--- src/hdl/omc_defs.svh ---
// Register map, field positions and reset values of the oscillator and misc control block.
// Operation
// - Config bit zero selects crystal drive mode.
// - Config bit one selects internal oscillator.
// - Internal mode: first pin pulled-up input, bit 0.
// - First pin raises interrupt only when enabled.
// - Internal mode: bit 1 latch drives second pin.
// - Port bits reach pins only in internal mode.
// - Bit 2 puts oscillator/4 on second pin.
// - Bit 7 holds clock low while buffer full.
// - Bit 6 picks pair B ground reference.
// - Bit 5 picks pair A ground reference.
// - Bit 4 routes I2C lines to pair B.
// - Bit 3 selects SMBus input thresholds.
`ifndef OMC_DEFS_SVH
`define OMC_DEFS_SVH
`define OMC_ADDR_W        8
`define OMC_DATA_W        8
`define OMC_MISC_ADDR     8'h9E
`define OMC_IRQ_STAT_ADDR 8'hA0
`define OMC_IRQ_MASK_ADDR 8'hA1
`define OMC_MISC_RESET    8'h00
`define OMC_IRQ_RESET     8'h00
`define OMC_MISC_WR_MASK  8'hFE
`define OMC_BIT_PIN1_IN   0
`define OMC_BIT_PIN2_OUT  1
`define OMC_BIT_CLKOUT_EN 2
`define OMC_BIT_SMBUS_TH  3
`define OMC_BIT_ROUTE     4
`define OMC_BIT_GND_A     5
`define OMC_BIT_GND_B     6
`define OMC_BIT_STRETCH   7
`define OMC_EVT_PIN1      0
`define OMC_EVT_STRETCH   1
`define OMC_EVT_W         2
`define OMC_DIV_BITS      2
`define OMC_SYNC_W        5
`endif

--- src/hdl/omc_pkg.sv ---
// Types shared by the oscillator and misc control block.
package omc_pkg;
  typedef enum logic {OMC_MODE_CRYSTAL, OMC_MODE_INTERNAL} omc_osc_mode_type;
  typedef enum logic {OMC_PAIR_A, OMC_PAIR_B} omc_pair_type;
endpackage : omc_pkg

--- src/hdl/omc_div_if.sv ---
// Connection between the control block and its clock divider.
`timescale 1ns/10ps
interface omc_div_if;
  logic enable;
  logic div_clk;
  modport gen (input enable, output div_clk);
  modport user (output enable, input div_clk);
endinterface : omc_div_if

--- src/hdl/omc_clk_div.sv ---
// Divide-by-four square wave generator for the clock output pin.
`timescale 1ns/10ps
`include "omc_defs.svh"
module omc_clk_div #(
  parameter int DIV_BITS = `OMC_DIV_BITS
) (
  input  wire logic mclk,
  input  wire logic rst,
  omc_div_if.gen    div
);
  logic [DIV_BITS-1:0] count_q;

  // The counter only runs while enabled so the output restarts low on each enable.
  always_ff @(posedge mclk) begin
    if (rst || !div.enable) begin
      count_q <= '0;
    end else begin
      count_q <= count_q + 1'b1;
    end
  end

  assign div.div_clk = count_q[DIV_BITS-1];
endmodule : omc_clk_div

--- src/hdl/omc_misc_ctrl.sv ---
// Oscillator mode selection, misc pin control and serial pin routing.
`timescale 1ns/10ps
`include "omc_defs.svh"
module omc_misc_ctrl #(
  parameter int ADDR_W = `OMC_ADDR_W,
  parameter int DATA_W = `OMC_DATA_W
) (
  input  wire logic              mclk,
  input  wire logic              rst,
  input  wire logic [ADDR_W-1:0] reg_addr,
  input  wire logic [DATA_W-1:0] reg_wdata,
  input  wire logic              reg_wr,
  input  wire logic              reg_rd,
  output logic      [DATA_W-1:0] reg_rdata,
  input  wire logic              osc_select_cfg,
  output logic                   crystal_drive_mode,
  output logic                   internal_osc_enable,
  input  wire logic              first_oscillator_pin_in,
  output logic                   first_pin_pullup_en,
  input  wire logic              second_oscillator_pin_in,
  output logic                   second_oscillator_pin_out,
  output logic                   second_oscillator_pin_oe_n,
  output logic                   irq,
  input  wire logic              i2c_rx_buffer_full,
  input  wire logic              i2c_scl_pull_low,
  input  wire logic              i2c_sda_pull_low,
  output logic                   i2c_scl_in,
  output logic                   i2c_sda_in,
  input  wire logic              pair_a_scl_pin_in,
  output logic                   pair_a_scl_pin_out,
  output logic                   pair_a_scl_pin_oe_n,
  input  wire logic              pair_a_sda_pin_in,
  output logic                   pair_a_sda_pin_out,
  output logic                   pair_a_sda_pin_oe_n,
  input  wire logic              pair_b_scl_pin_in,
  output logic                   pair_b_scl_pin_out,
  output logic                   pair_b_scl_pin_oe_n,
  input  wire logic              pair_b_sda_pin_in,
  output logic                   pair_b_sda_pin_out,
  output logic                   pair_b_sda_pin_oe_n,
  output logic                   smbus_threshold_select,
  output logic                   port_pair_a_ground_select,
  output logic                   port_pair_b_ground_select
);
  localparam int SW = `OMC_SYNC_W;
  localparam int EW = `OMC_EVT_W;

  omc_pkg::omc_osc_mode_type osc_mode_q;
  omc_pkg::omc_pair_type     pair_sel;

  logic [DATA_W-1:0] misc_q;
  logic [DATA_W-1:0] misc_d;
  logic [EW-1:0]     irq_stat_q;
  logic [EW-1:0]     irq_stat_d;
  logic [EW-1:0]     irq_mask_q;
  logic [EW-1:0]     irq_evt;
  logic [DATA_W-1:0] rdata_q;
  logic [DATA_W-1:0] rdata_d;

  logic [SW-1:0] pad_raw;
  logic [SW-1:0] sync1_q;
  logic [SW-1:0] sync2_q;
  logic [SW-1:0] sync3_q;
  logic [SW-1:0] stable_q;

  logic internal_mode;
  logic pin1_level;
  logic pin1_level_prev_q;
  logic stretch_active;
  logic stretch_prev_q;
  logic scl_drive;
  logic sda_drive;
  logic pin2_out_q;
  logic pin2_oe_n_q;
  logic a_scl_oe_n_q;
  logic a_sda_oe_n_q;
  logic b_scl_oe_n_q;
  logic b_sda_oe_n_q;
  logic scl_in_q;
  logic sda_in_q;
  logic sel_misc;
  logic sel_stat;
  logic sel_mask;

  omc_div_if div_bus ();

  omc_clk_div #(
    .DIV_BITS (`OMC_DIV_BITS)
  ) u_clk_div (
    .mclk (mclk),
    .rst  (rst),
    .div  (div_bus.gen)
  );

  // The configuration bit is caught while reset is held, so software never
  // sees the mode change under it; it is a non-volatile setting in practice.
  always_ff @(posedge mclk) begin
    if (rst) begin
      if (osc_select_cfg) begin
        osc_mode_q <= omc_pkg::OMC_MODE_INTERNAL;
      end else begin
        osc_mode_q <= omc_pkg::OMC_MODE_CRYSTAL;
      end
    end
  end

  assign internal_mode       = (osc_mode_q == omc_pkg::OMC_MODE_INTERNAL);
  assign crystal_drive_mode  = !internal_mode;
  assign internal_osc_enable = internal_mode;
  assign first_pin_pullup_en = internal_mode;

  // Pad inputs pass three flops; a change is taken once the last two agree,
  // which keeps a single metastable sample from reaching the logic.
  assign pad_raw = {pair_b_sda_pin_in,
                    pair_b_scl_pin_in,
                    pair_a_sda_pin_in,
                    pair_a_scl_pin_in,
                    first_oscillator_pin_in};

  // The chain resets to the idle high level of every pad, so leaving reset
  // never looks like a press or like a pulled bus line.
  always_ff @(posedge mclk) begin
    if (rst) begin
      sync1_q <= '1;
      sync2_q <= '1;
      sync3_q <= '1;
    end else begin
      sync1_q <= pad_raw;
      sync2_q <= sync1_q;
      sync3_q <= sync2_q;
    end
  end

  // A lone disagreeing sample leaves the old level in place.
  always_ff @(posedge mclk) begin
    if (rst) begin
      stable_q <= '1;
    end else begin
      for (int i = 0; i < SW; i++) begin
        if (sync2_q[i] == sync3_q[i]) begin
          stable_q[i] <= sync3_q[i];
        end
      end
    end
  end

  // In crystal mode both oscillator pins belong to the oscillator, so the
  // port bit reads low rather than showing a toggling crystal.
  assign pin1_level = internal_mode & stable_q[0];

  // Addresses are decoded in full, so no alias of a register answers.
  assign sel_misc = (reg_addr == `OMC_MISC_ADDR);
  assign sel_stat = (reg_addr == `OMC_IRQ_STAT_ADDR);
  assign sel_mask = (reg_addr == `OMC_IRQ_MASK_ADDR);

  // Bit 0 is input only, so its write is dropped and it always stores zero.
  always_comb begin
    misc_d = misc_q;
    if (reg_wr && sel_misc) begin
      misc_d = reg_wdata & `OMC_MISC_WR_MASK;
    end
  end

  always_ff @(posedge mclk) begin
    if (rst) begin
      misc_q <= `OMC_MISC_RESET;
    end else begin
      misc_q <= misc_d;
    end
  end

  always_ff @(posedge mclk) begin
    if (rst) begin
      irq_mask_q <= EW'(`OMC_IRQ_RESET);
    end else if (reg_wr && sel_mask) begin
      irq_mask_q <= reg_wdata[EW-1:0];
    end
  end

  assign stretch_active = misc_q[`OMC_BIT_STRETCH] & i2c_rx_buffer_full;

  // The pin idles high under its pull-up, so the history starts high too.
  always_ff @(posedge mclk) begin
    if (rst) begin
      pin1_level_prev_q <= 1'b1;
    end else begin
      pin1_level_prev_q <= stable_q[0];
    end
  end

  always_ff @(posedge mclk) begin
    if (rst) begin
      stretch_prev_q <= 1'b0;
    end else begin
      stretch_prev_q <= stretch_active;
    end
  end

  // A press pulls the input low against its pull-up, so the falling edge is
  // the event; it is ignored in crystal mode where the pin is a clock.
  always_comb begin
    irq_evt = '0;
    irq_evt[`OMC_EVT_PIN1] = internal_mode & pin1_level_prev_q & !stable_q[0];
    irq_evt[`OMC_EVT_STRETCH] = stretch_active & !stretch_prev_q;
  end

  // An event landing in the same cycle as its write-one clear stays set.
  always_comb begin
    irq_stat_d = irq_stat_q;
    if (reg_wr && sel_stat) begin
      irq_stat_d = irq_stat_q & ~reg_wdata[EW-1:0];
    end
    irq_stat_d = irq_stat_d | irq_evt;
  end

  always_ff @(posedge mclk) begin
    if (rst) begin
      irq_stat_q <= EW'(`OMC_IRQ_RESET);
    end else begin
      irq_stat_q <= irq_stat_d;
    end
  end

  assign irq = |(irq_stat_q & irq_mask_q);

  always_comb begin
    rdata_d = '0;
    if (sel_misc) begin
      rdata_d = misc_q;
      rdata_d[`OMC_BIT_PIN1_IN] = pin1_level;
    end else if (sel_stat) begin
      rdata_d[EW-1:0] = irq_stat_q;
    end else if (sel_mask) begin
      rdata_d[EW-1:0] = irq_mask_q;
    end
  end

  // Read data stand only in the cycle after the strobe and are zero otherwise.
  always_ff @(posedge mclk) begin
    if (rst) begin
      rdata_q <= '0;
    end else if (reg_rd) begin
      rdata_q <= rdata_d;
    end else begin
      rdata_q <= '0;
    end
  end

  assign reg_rdata = rdata_q;

  assign div_bus.enable = internal_mode & misc_q[`OMC_BIT_CLKOUT_EN];

  // The clock output takes priority over the latch while enabled; the latch
  // keeps its value and reappears on the pin when the clock is disconnected.
  always_ff @(posedge mclk) begin
    if (rst) begin
      pin2_out_q  <= 1'b0;
      pin2_oe_n_q <= 1'b1;
    end else if (!internal_mode) begin
      pin2_out_q  <= 1'b0;
      pin2_oe_n_q <= 1'b1;
    end else if (misc_q[`OMC_BIT_CLKOUT_EN]) begin
      pin2_out_q  <= div_bus.div_clk;
      pin2_oe_n_q <= 1'b0;
    end else begin
      pin2_out_q  <= misc_d[`OMC_BIT_PIN2_OUT];
      pin2_oe_n_q <= 1'b0;
    end
  end

  assign second_oscillator_pin_out  = pin2_out_q;
  assign second_oscillator_pin_oe_n = pin2_oe_n_q;

  always_comb begin
    if (misc_q[`OMC_BIT_ROUTE]) begin
      pair_sel = omc_pkg::OMC_PAIR_B;
    end else begin
      pair_sel = omc_pkg::OMC_PAIR_A;
    end
  end

  // Stretching adds to the engine's own pull so a held bus is never released early.
  assign scl_drive = i2c_scl_pull_low | stretch_active;
  assign sda_drive = i2c_sda_pull_low;

  // Only the selected pair follows the engine; the other pair stays released.
  always_ff @(posedge mclk) begin
    if (rst) begin
      a_scl_oe_n_q <= 1'b1;
      a_sda_oe_n_q <= 1'b1;
      b_scl_oe_n_q <= 1'b1;
      b_sda_oe_n_q <= 1'b1;
    end else begin
      unique case (pair_sel)
        omc_pkg::OMC_PAIR_A: begin
          a_scl_oe_n_q <= !scl_drive;
          a_sda_oe_n_q <= !sda_drive;
          b_scl_oe_n_q <= 1'b1;
          b_sda_oe_n_q <= 1'b1;
        end
        omc_pkg::OMC_PAIR_B: begin
          a_scl_oe_n_q <= 1'b1;
          a_sda_oe_n_q <= 1'b1;
          b_scl_oe_n_q <= !scl_drive;
          b_sda_oe_n_q <= !sda_drive;
        end
      endcase
    end
  end

  // The engine hears only the lines of the pair that it is routed to.
  always_ff @(posedge mclk) begin
    if (rst) begin
      scl_in_q <= 1'b1;
      sda_in_q <= 1'b1;
    end else begin
      unique case (pair_sel)
        omc_pkg::OMC_PAIR_A: begin
          scl_in_q <= stable_q[1];
          sda_in_q <= stable_q[2];
        end
        omc_pkg::OMC_PAIR_B: begin
          scl_in_q <= stable_q[3];
          sda_in_q <= stable_q[4];
        end
      endcase
    end
  end

  // Open-drain pins only ever drive low; the enable carries the data.
  assign pair_a_scl_pin_out  = 1'b0;
  assign pair_a_sda_pin_out  = 1'b0;
  assign pair_b_scl_pin_out  = 1'b0;
  assign pair_b_sda_pin_out  = 1'b0;
  assign pair_a_scl_pin_oe_n = a_scl_oe_n_q;
  assign pair_a_sda_pin_oe_n = a_sda_oe_n_q;
  assign pair_b_scl_pin_oe_n = b_scl_oe_n_q;
  assign pair_b_sda_pin_oe_n = b_sda_oe_n_q;
  assign i2c_scl_in          = scl_in_q;
  assign i2c_sda_in          = sda_in_q;

  // The threshold and ground selects steer analog pad circuits directly.
  assign smbus_threshold_select    = misc_q[`OMC_BIT_SMBUS_TH];
  assign port_pair_a_ground_select = misc_q[`OMC_BIT_GND_A];
  assign port_pair_b_ground_select = misc_q[`OMC_BIT_GND_B];

endmodule : omc_misc_ctrl

--- config.mk ---
export PLATFORM = sky130hd
export DESIGN_NAME = omc_misc_ctrl
export DESIGN_NICKNAME = d
export VERILOG_FILES = /design/src/hdl/omc_pkg.sv /design/src/hdl/omc_div_if.sv /design/src/hdl/omc_clk_div.sv /design/src/hdl/omc_misc_ctrl.sv
export VERILOG_INCLUDE_DIRS = /design/src /design/src/hdl
export SDC_FILE = /design/constraint.sdc
export NUM_CORES = 1
export LEC_CHECK = 0
export BUFFER_PORTS_ARGS = -buffer_cell sky130_fd_sc_hd__buf_2
export CORE_ASPECT_RATIO = 1.1
export CORE_UTILIZATION = 30
export DETAILED_ROUTE_END_ITERATION = 6
export SLEW_MARGIN = 20
export SYNTH_ARGS = -nofsm -noshare
export SYNTH_HDL_FRONTEND = slang
export SYNTH_HIERARCHICAL = 1
export SYNTH_SLANG_ARGS = --single-unit
--- constraint.sdc ---
create_clock -name mclk -period 1.5 [get_ports mclk]
set_input_delay 0.15 -clock mclk [delete_from_list [all_inputs] [get_ports mclk]]
set_output_delay 0.15 -clock mclk [all_outputs]
set_load 0.02 [all_outputs]
==> impl_metrics.env, run 1 <==
export IMPL_yosys_area_share_simple=0.245
export IMPL_synth_compound_area_frac=0.140
export IMPL_start_kind="flop"
export IMPL_timing_final_ws_setup_ns=0.231
export IMPL_holdBufCountCts=3
export IMPL_synth_async_sr_flop_share=0
export IMPL_critPathCaptureType="output pin"
export IMPL_synthXorXnorAreaFrac=0.00457
export IMPL_p_comb_frac=0.077
export IMPL_cts_buffer_depth=2
export IMPL_status="finished clean"
export IMPL_required_ns=1.35
export IMPL_met2_usage=0.204
export IMPL_period_share=0.846
export IMPL_intPower_uw=1850
export IMPL_io_pins=57
export IMPL_grt_overflow_total=0
export IMPL_synthTopCellsByCount="51 x dfxtp_1, 19 x a21oi_1, 13 x or2_2, 11 x nor2_1"
export IMPL_irDropWorstVdd_uv=516
export IMPL_cts_root_buf="clkbuf_8"
export IMPL_track_usage=0.117
export IMPL_drive_gt1_frac=0.366
export IMPL_synth_cell_types=37
export IMPL_synthMuxAreaShare=0.0117
export IMPL_seq_power_share=0.574
export IMPL_fmax_ghz=0.788
export IMPL_clock_sinks=52
export IMPL_reg2reg_from="stable_q[0]$_SDFFE_PP1N_"
export IMPL_drc=0
export IMPL_fp_dieH_um=85.9
export IMPL_dr_pass1_iters=4
export IMPL_hpwl_um=2810
export IMPL_place_congestion=0.796
export IMPL_nets=275
export IMPL_h_tree_depth=2
export IMPL_portBuffers=51
export IMPL_cp_max_fo=5
export IMPL_cts_tree="yes"
export IMPL_sw_frac_of_total=0.252
export IMPL_cts_buffers=5
export IMPL_clkLatencyLatePin_ns=0.31
export IMPL_ys_ff_latch=52
export IMPL_min_from="i2c_sda_pull_low"
export IMPL_netlist_top_cells_area="dfxtp_1 53%, a21oi_1 5.0%, or2_2 4.2%"
export IMPL_grtUsageMet1=0.135
export IMPL_avgSynthCellArea_um2=10.3
export IMPL_final_util=0.392
export IMPL_powerDensity_nw_per_um2=1020
export IMPL_tns_ns=0
export IMPL_routed_wl_um=3750
export IMPL_grt_use_met3=0.0287
export IMPL_n_antenna_cell=0
export IMPL_ys_flop_type="dfxtp_1"
export IMPL_worst_ep_arrival_time_ns=1.12
export IMPL_start_util=0.312
export IMPL_dp_slack_ns=0.112
export IMPL_syn_cell_area_um2=1920
export IMPL_dieArea_um2=6720
export IMPL_placed_cells=314
export IMPL_fin_crit_ns=1.27
export IMPL_post_drt_wl_per_cell_um=11.5
export IMPL_yosysSeqAreaShare=0.548
export IMPL_synth_area_leader_cell="dfxtp_1"
export IMPL_synthAdderAreaFrac=0
export IMPL_clock_skew_ns=0.00537
export IMPL_instances_no_fill=326
export IMPL_ctsResizeCount=0
export IMPL_busiest_layer="met2"
export IMPL_antenna_found_initial=0
export IMPL_finalSetupViolCount=0
export IMPL_min_path_type="input port to flop"
export IMPL_synth_most_common_cell="dfxtp_1"
export IMPL_grt_first_pass_wirelength_um=6110
export IMPL_fp_row_count=30
export IMPL_drt_iter0_drc=18
export IMPL_power_switching_uw=621
export IMPL_area_growth_pct=25.7
export IMPL_coreArea_um2=6160
export IMPL_final_hold_violation_count=0
export IMPL_vias=1514
export IMPL_antenna_left=0
export IMPL_grt_max_degree=22
export IMPL_synth_edf_count=1
export IMPL_slew_viol_final=0
export IMPL_grt_pass1_vias=1374
export IMPL_grt_setup_unrepaired="false"
export IMPL_yosysWarnings=6
export IMPL_synth_top_family_by_area="simple AND/OR/NAND/NOR gates"
export IMPL_crit_type="flop to output pin"
export IMPL_holdWs_ns=0.0130
export IMPL_clkPwrFrac=0.349
export IMPL_startpoint="first_pin_pullup_en$_DFFE_PP_"
export IMPL_drv_cap=0
export IMPL_fp_dieW_um=78.2
export IMPL_post_cts_buffers=0
export IMPL_syn_inst=186
export IMPL_clk_pin_slew_ns=0.10
export IMPL_power_leakage_uw=0.000985
export IMPL_avgViaCountPerCell=4.64
export IMPL_yosys_area_top_type_share=0.532
==> worst paths after layout <==
| check | to | slack [ns] | depth (start not counted) |
|---|---|---|---|
| setup / recovery | crystal_drive_mode | 0.23 | 3 |
| hold / removal | pair_a_sda_pin_oe_n$_SDFF_PP1_ | 0.01 | 2 |
| setup reg to reg | reg_rdata[0]$_SDFF_PP0_ | 0.43 | 3 |
| hold reg to reg | sync2_q[0]$_SDFF_PP1_ | 0.42 | 1 |
==> critical path, cell delays in order (launching register included) <==
cell,delay [ns]
edfxtp_1,0.40
buf_4,0.17
inv_1,0.07
buf_2,0.17
==> cell type report <==
class	instances	area (um^2)
fill	644	3740
clock inverter	3	28.8
clock buffer	5	68.8
tap	80	100
timing repair buffer	64	363
sequential	52	1050
inverter	4	15.0
multi-input combinational	118	785
==> metal layers <==
metal / part of all wire / vias up
met5: 0 / -
met4: 0.019 / 0
li1: - / 759
met3: 0.049 / 6
met1: 0.44 / 705
met2: 0.49 / 44
==> logic make-up after synthesis <==
group	count (synthesis)
mux	2
buf+inv	19
compound gates	39
simple gates	72
flops	52
other cells	1
xor+xnor	1
==> power by group through the flow <==
stage / sequential (uW) / clock [uW] / combinational [uW]
final: 1420 / 860 / 190
after global routing: 1420 / 943 / 208
after CTS: 1420 / 898 / 189
after detailed placement: 1450 / 0 / 182
after global placement: 1450 / 0 / 180
after floorplan: 1460 / 0 / 95.0
==> cell usage in the layout, fill, tap and decap left out, drive strengths merged, types with 2 or more instances in the layout <==
cell type / instances
a211o: 2
a21oi: 19
and2: 7
buf: 60
clkbuf: 5
conb: 4
dfxtp: 51
dlygate4sd3: 4
inv: 7
mux2: 2
nand2: 4
nand2b: 5
nand3: 2
nand3b: 3
nand4: 9
nand4b: 2
nor2: 11
nor2b: 3
o21bai: 5
o31ai: 9
o41ai: 2
or2: 17
or3b: 2
==> flip-flops by register name, summed over array words and instances, names as in the netlist, 2 cells and up <==
signal / flops
sync3_q: 5
irq_stat_q: 2
sync2_q: 5
stable_q: 5
misc_q: 7
u_clk_div/count_q: 2
irq_mask_q: 2
reg_rdata: 8
sync1_q: 5
==> metrics by stage <==
stage / instance area, um^2 / total power, uW
global placement: 2270 / 1630
floorplan: 1930 / 1550
global route: 2410 / 2570
finish: 2410 / 2470
CTS: 2400 / 2500
detailed placement: 2270 / 1630
Power figures use the tool's default switching activity.
==> run 2, diff against run 1 <==
Clock period 1.5 ns to 1.1 ns, I/O delays scaled along.
==> impl_metrics.env, run 2 (synthesis results as in run 1) <==
export IMPL_hpwl_um=2860
export IMPL_dieArea_um2=6720
export IMPL_dpl_cell_area_um2=2360
export IMPL_timing_final_ws_setup_ns=-0.0279
export IMPL_holdWs_ns=0.0601
export IMPL_cts_root_buf="clkbuf_8"
export IMPL_portBuffers=51
export IMPL_fin_crit_ns=1.13
export IMPL_cp_max_fo=2
export IMPL_cts_buffers=5
export IMPL_routed_wl_um=3870
export IMPL_power_leakage_uw=0.00106
export IMPL_clk_pin_slew_ns=0.09
export IMPL_clock_sinks=52
export IMPL_period_share=1.03
export IMPL_nets=290
export IMPL_fp_row_count=30
export IMPL_clock_skew_ns=0.00992
export IMPL_worst_ep_arrival_time_ns=1.37
export IMPL_io_pins=57
export IMPL_cts_buffer_depth=2
export IMPL_avgViaCountPerCell=4.39
export IMPL_drv_cap=0
export IMPL_irDropWorstVdd_uv=799
export IMPL_dp_slack_ns=-0.126
export IMPL_track_usage=0.123
export IMPL_slew_viol_final=0
export IMPL_powerDensity_nw_per_um2=1290
export IMPL_finalSetupViolCount=5
export IMPL_fillers=618
export IMPL_post_drt_wl_per_cell_um=11.4
export IMPL_required_ns=1.34
export IMPL_status="finished with violations"
export IMPL_coreArea_um2=6160
export IMPL_final_common_cell="dfxtp_1"
export IMPL_largest_reg_flops=8
export IMPL_drc=0
export IMPL_antenna_found_initial=0
export IMPL_n_antenna_cell=0
export IMPL_place_congestion=0.774
export IMPL_tns_ns=-0.0648
export IMPL_min_path_type="input port to flop"
export IMPL_clkLatencyLatePin_ns=0.30
export IMPL_drt_iter0_drc=69
export IMPL_fp_dieW_um=78.2
export IMPL_grt_overflow_total=0
export IMPL_final_hold_violation_count=0
export IMPL_cts_tree="yes"
export IMPL_area_growth_pct=33.7
export IMPL_start_kind="flop"
export IMPL_violations="setup timing"
export IMPL_dr_pass1_iters=4
export IMPL_critPathCaptureType="flop"
export IMPL_grt_setup_unrepaired="true"
export IMPL_mostFrequentLayoutCells="50 x dfxtp_1, 49 x buf_2, 19 x buf_4"
export IMPL_vias=1498
export IMPL_grt_max_degree=23
export IMPL_drive_gt1_frac=0.402
export IMPL_crit_type="flop to flop"
export IMPL_grt_pass1_vias=1422
export IMPL_fp_dieH_um=85.9
export IMPL_final_area_um2=2560
export IMPL_grt_first_pass_wirelength_um=6440
export IMPL_fmax_ghz=0.887
export IMPL_start_util=0.312
export IMPL_antenna_left=0
export IMPL_h_tree_depth=2
[run 2: changes by cell type in the layout (fill, tap and decap cells not counted), moves of 2 or more]
cell           previous run  this run
buf_4                     9        19
buf_6                     0         3
dlygate4sd3_1             4         7
buf_2                    51        49
inv_6                     2         0
[run 2: path summary, 6_finish.rpt]
kind | start | endpoint | slack [ns] | cells after the start
max | first_pin_pullup_en$_DFFE_PP_ | reg_rdata[0]$_SDFF_PP0_ | -0.03 | 4
min | reg_wdata[5] | misc_q[5]$_SDFFE_PP0P_ | 0.06 | 3
max reg2reg | first_pin_pullup_en$_DFFE_PP_ | reg_rdata[0]$_SDFF_PP0_ | -0.03 | 4
min reg2reg | sync1_q[0]$_SDFF_PP1_ | sync2_q[0]$_SDFF_PP1_ | 0.41 | 1
[run 2: cell type report]
type,instances,area (um^2),share of cell area
sequential,52,1050,0.410
inverter,4,17.5,0.00683
multi-input combinational,118,795,0.310
timing repair buffer,79,512,0.200
tap,80,100,0.0390
clock buffer,6,72.6,0.0283
clock inverter,2,16.3,0.00634
[run 2: per-stage QoR]
step	util	std cells	total power, uW
4_1_cts	0.415	341	3360
3_3_place_gp	0.383	323	2240
5_1_grt	0.417	341	3470
2_1_floorplan	-	189	2120
3_5_place_dp	0.383	323	2250
6_report	0.417	341	3310
[run 2: per-layer routing]
layer / up-vias / share of wire / track usage
li1: 787 / - / -
met5: - / 0 / 0
met1: 658 / 0.48 / 0.162
met2: 46 / 0.43 / 0.191
met3: 7 / 0.065 / 0.0319
met4: 0 / 0.016 / 0.0556
[run 2: critical path: stages, from the launching register on]
cell and delay (ns):
edfxtp_1 0.37, buf_4 0.11, nand2_1 0.05, or4_4 0.42, a21oi_2 0.13
[run 2: what timing repair did]
item                                   CTS  global route
setup endpoints to repair                4             5
endpoints found under the hold margin    8             0
gates cloned                             0             0
resized for setup                        8             2
hold buffers                             7             0
buffers inserted                         3             0
pin swaps                                0             0
[run 2: power by group]
group | leakage (uW) | switching [uW] | total [uW] | internal [uW]
combinational | 0.000591 | 154 | 308 | 154
sequential | 0.000425 | 11.8 | 1930 | 1920
clock | 0.0000414 | 615 | 1070 | 453
total | 0.00106 | 781 | 3310 | 2530
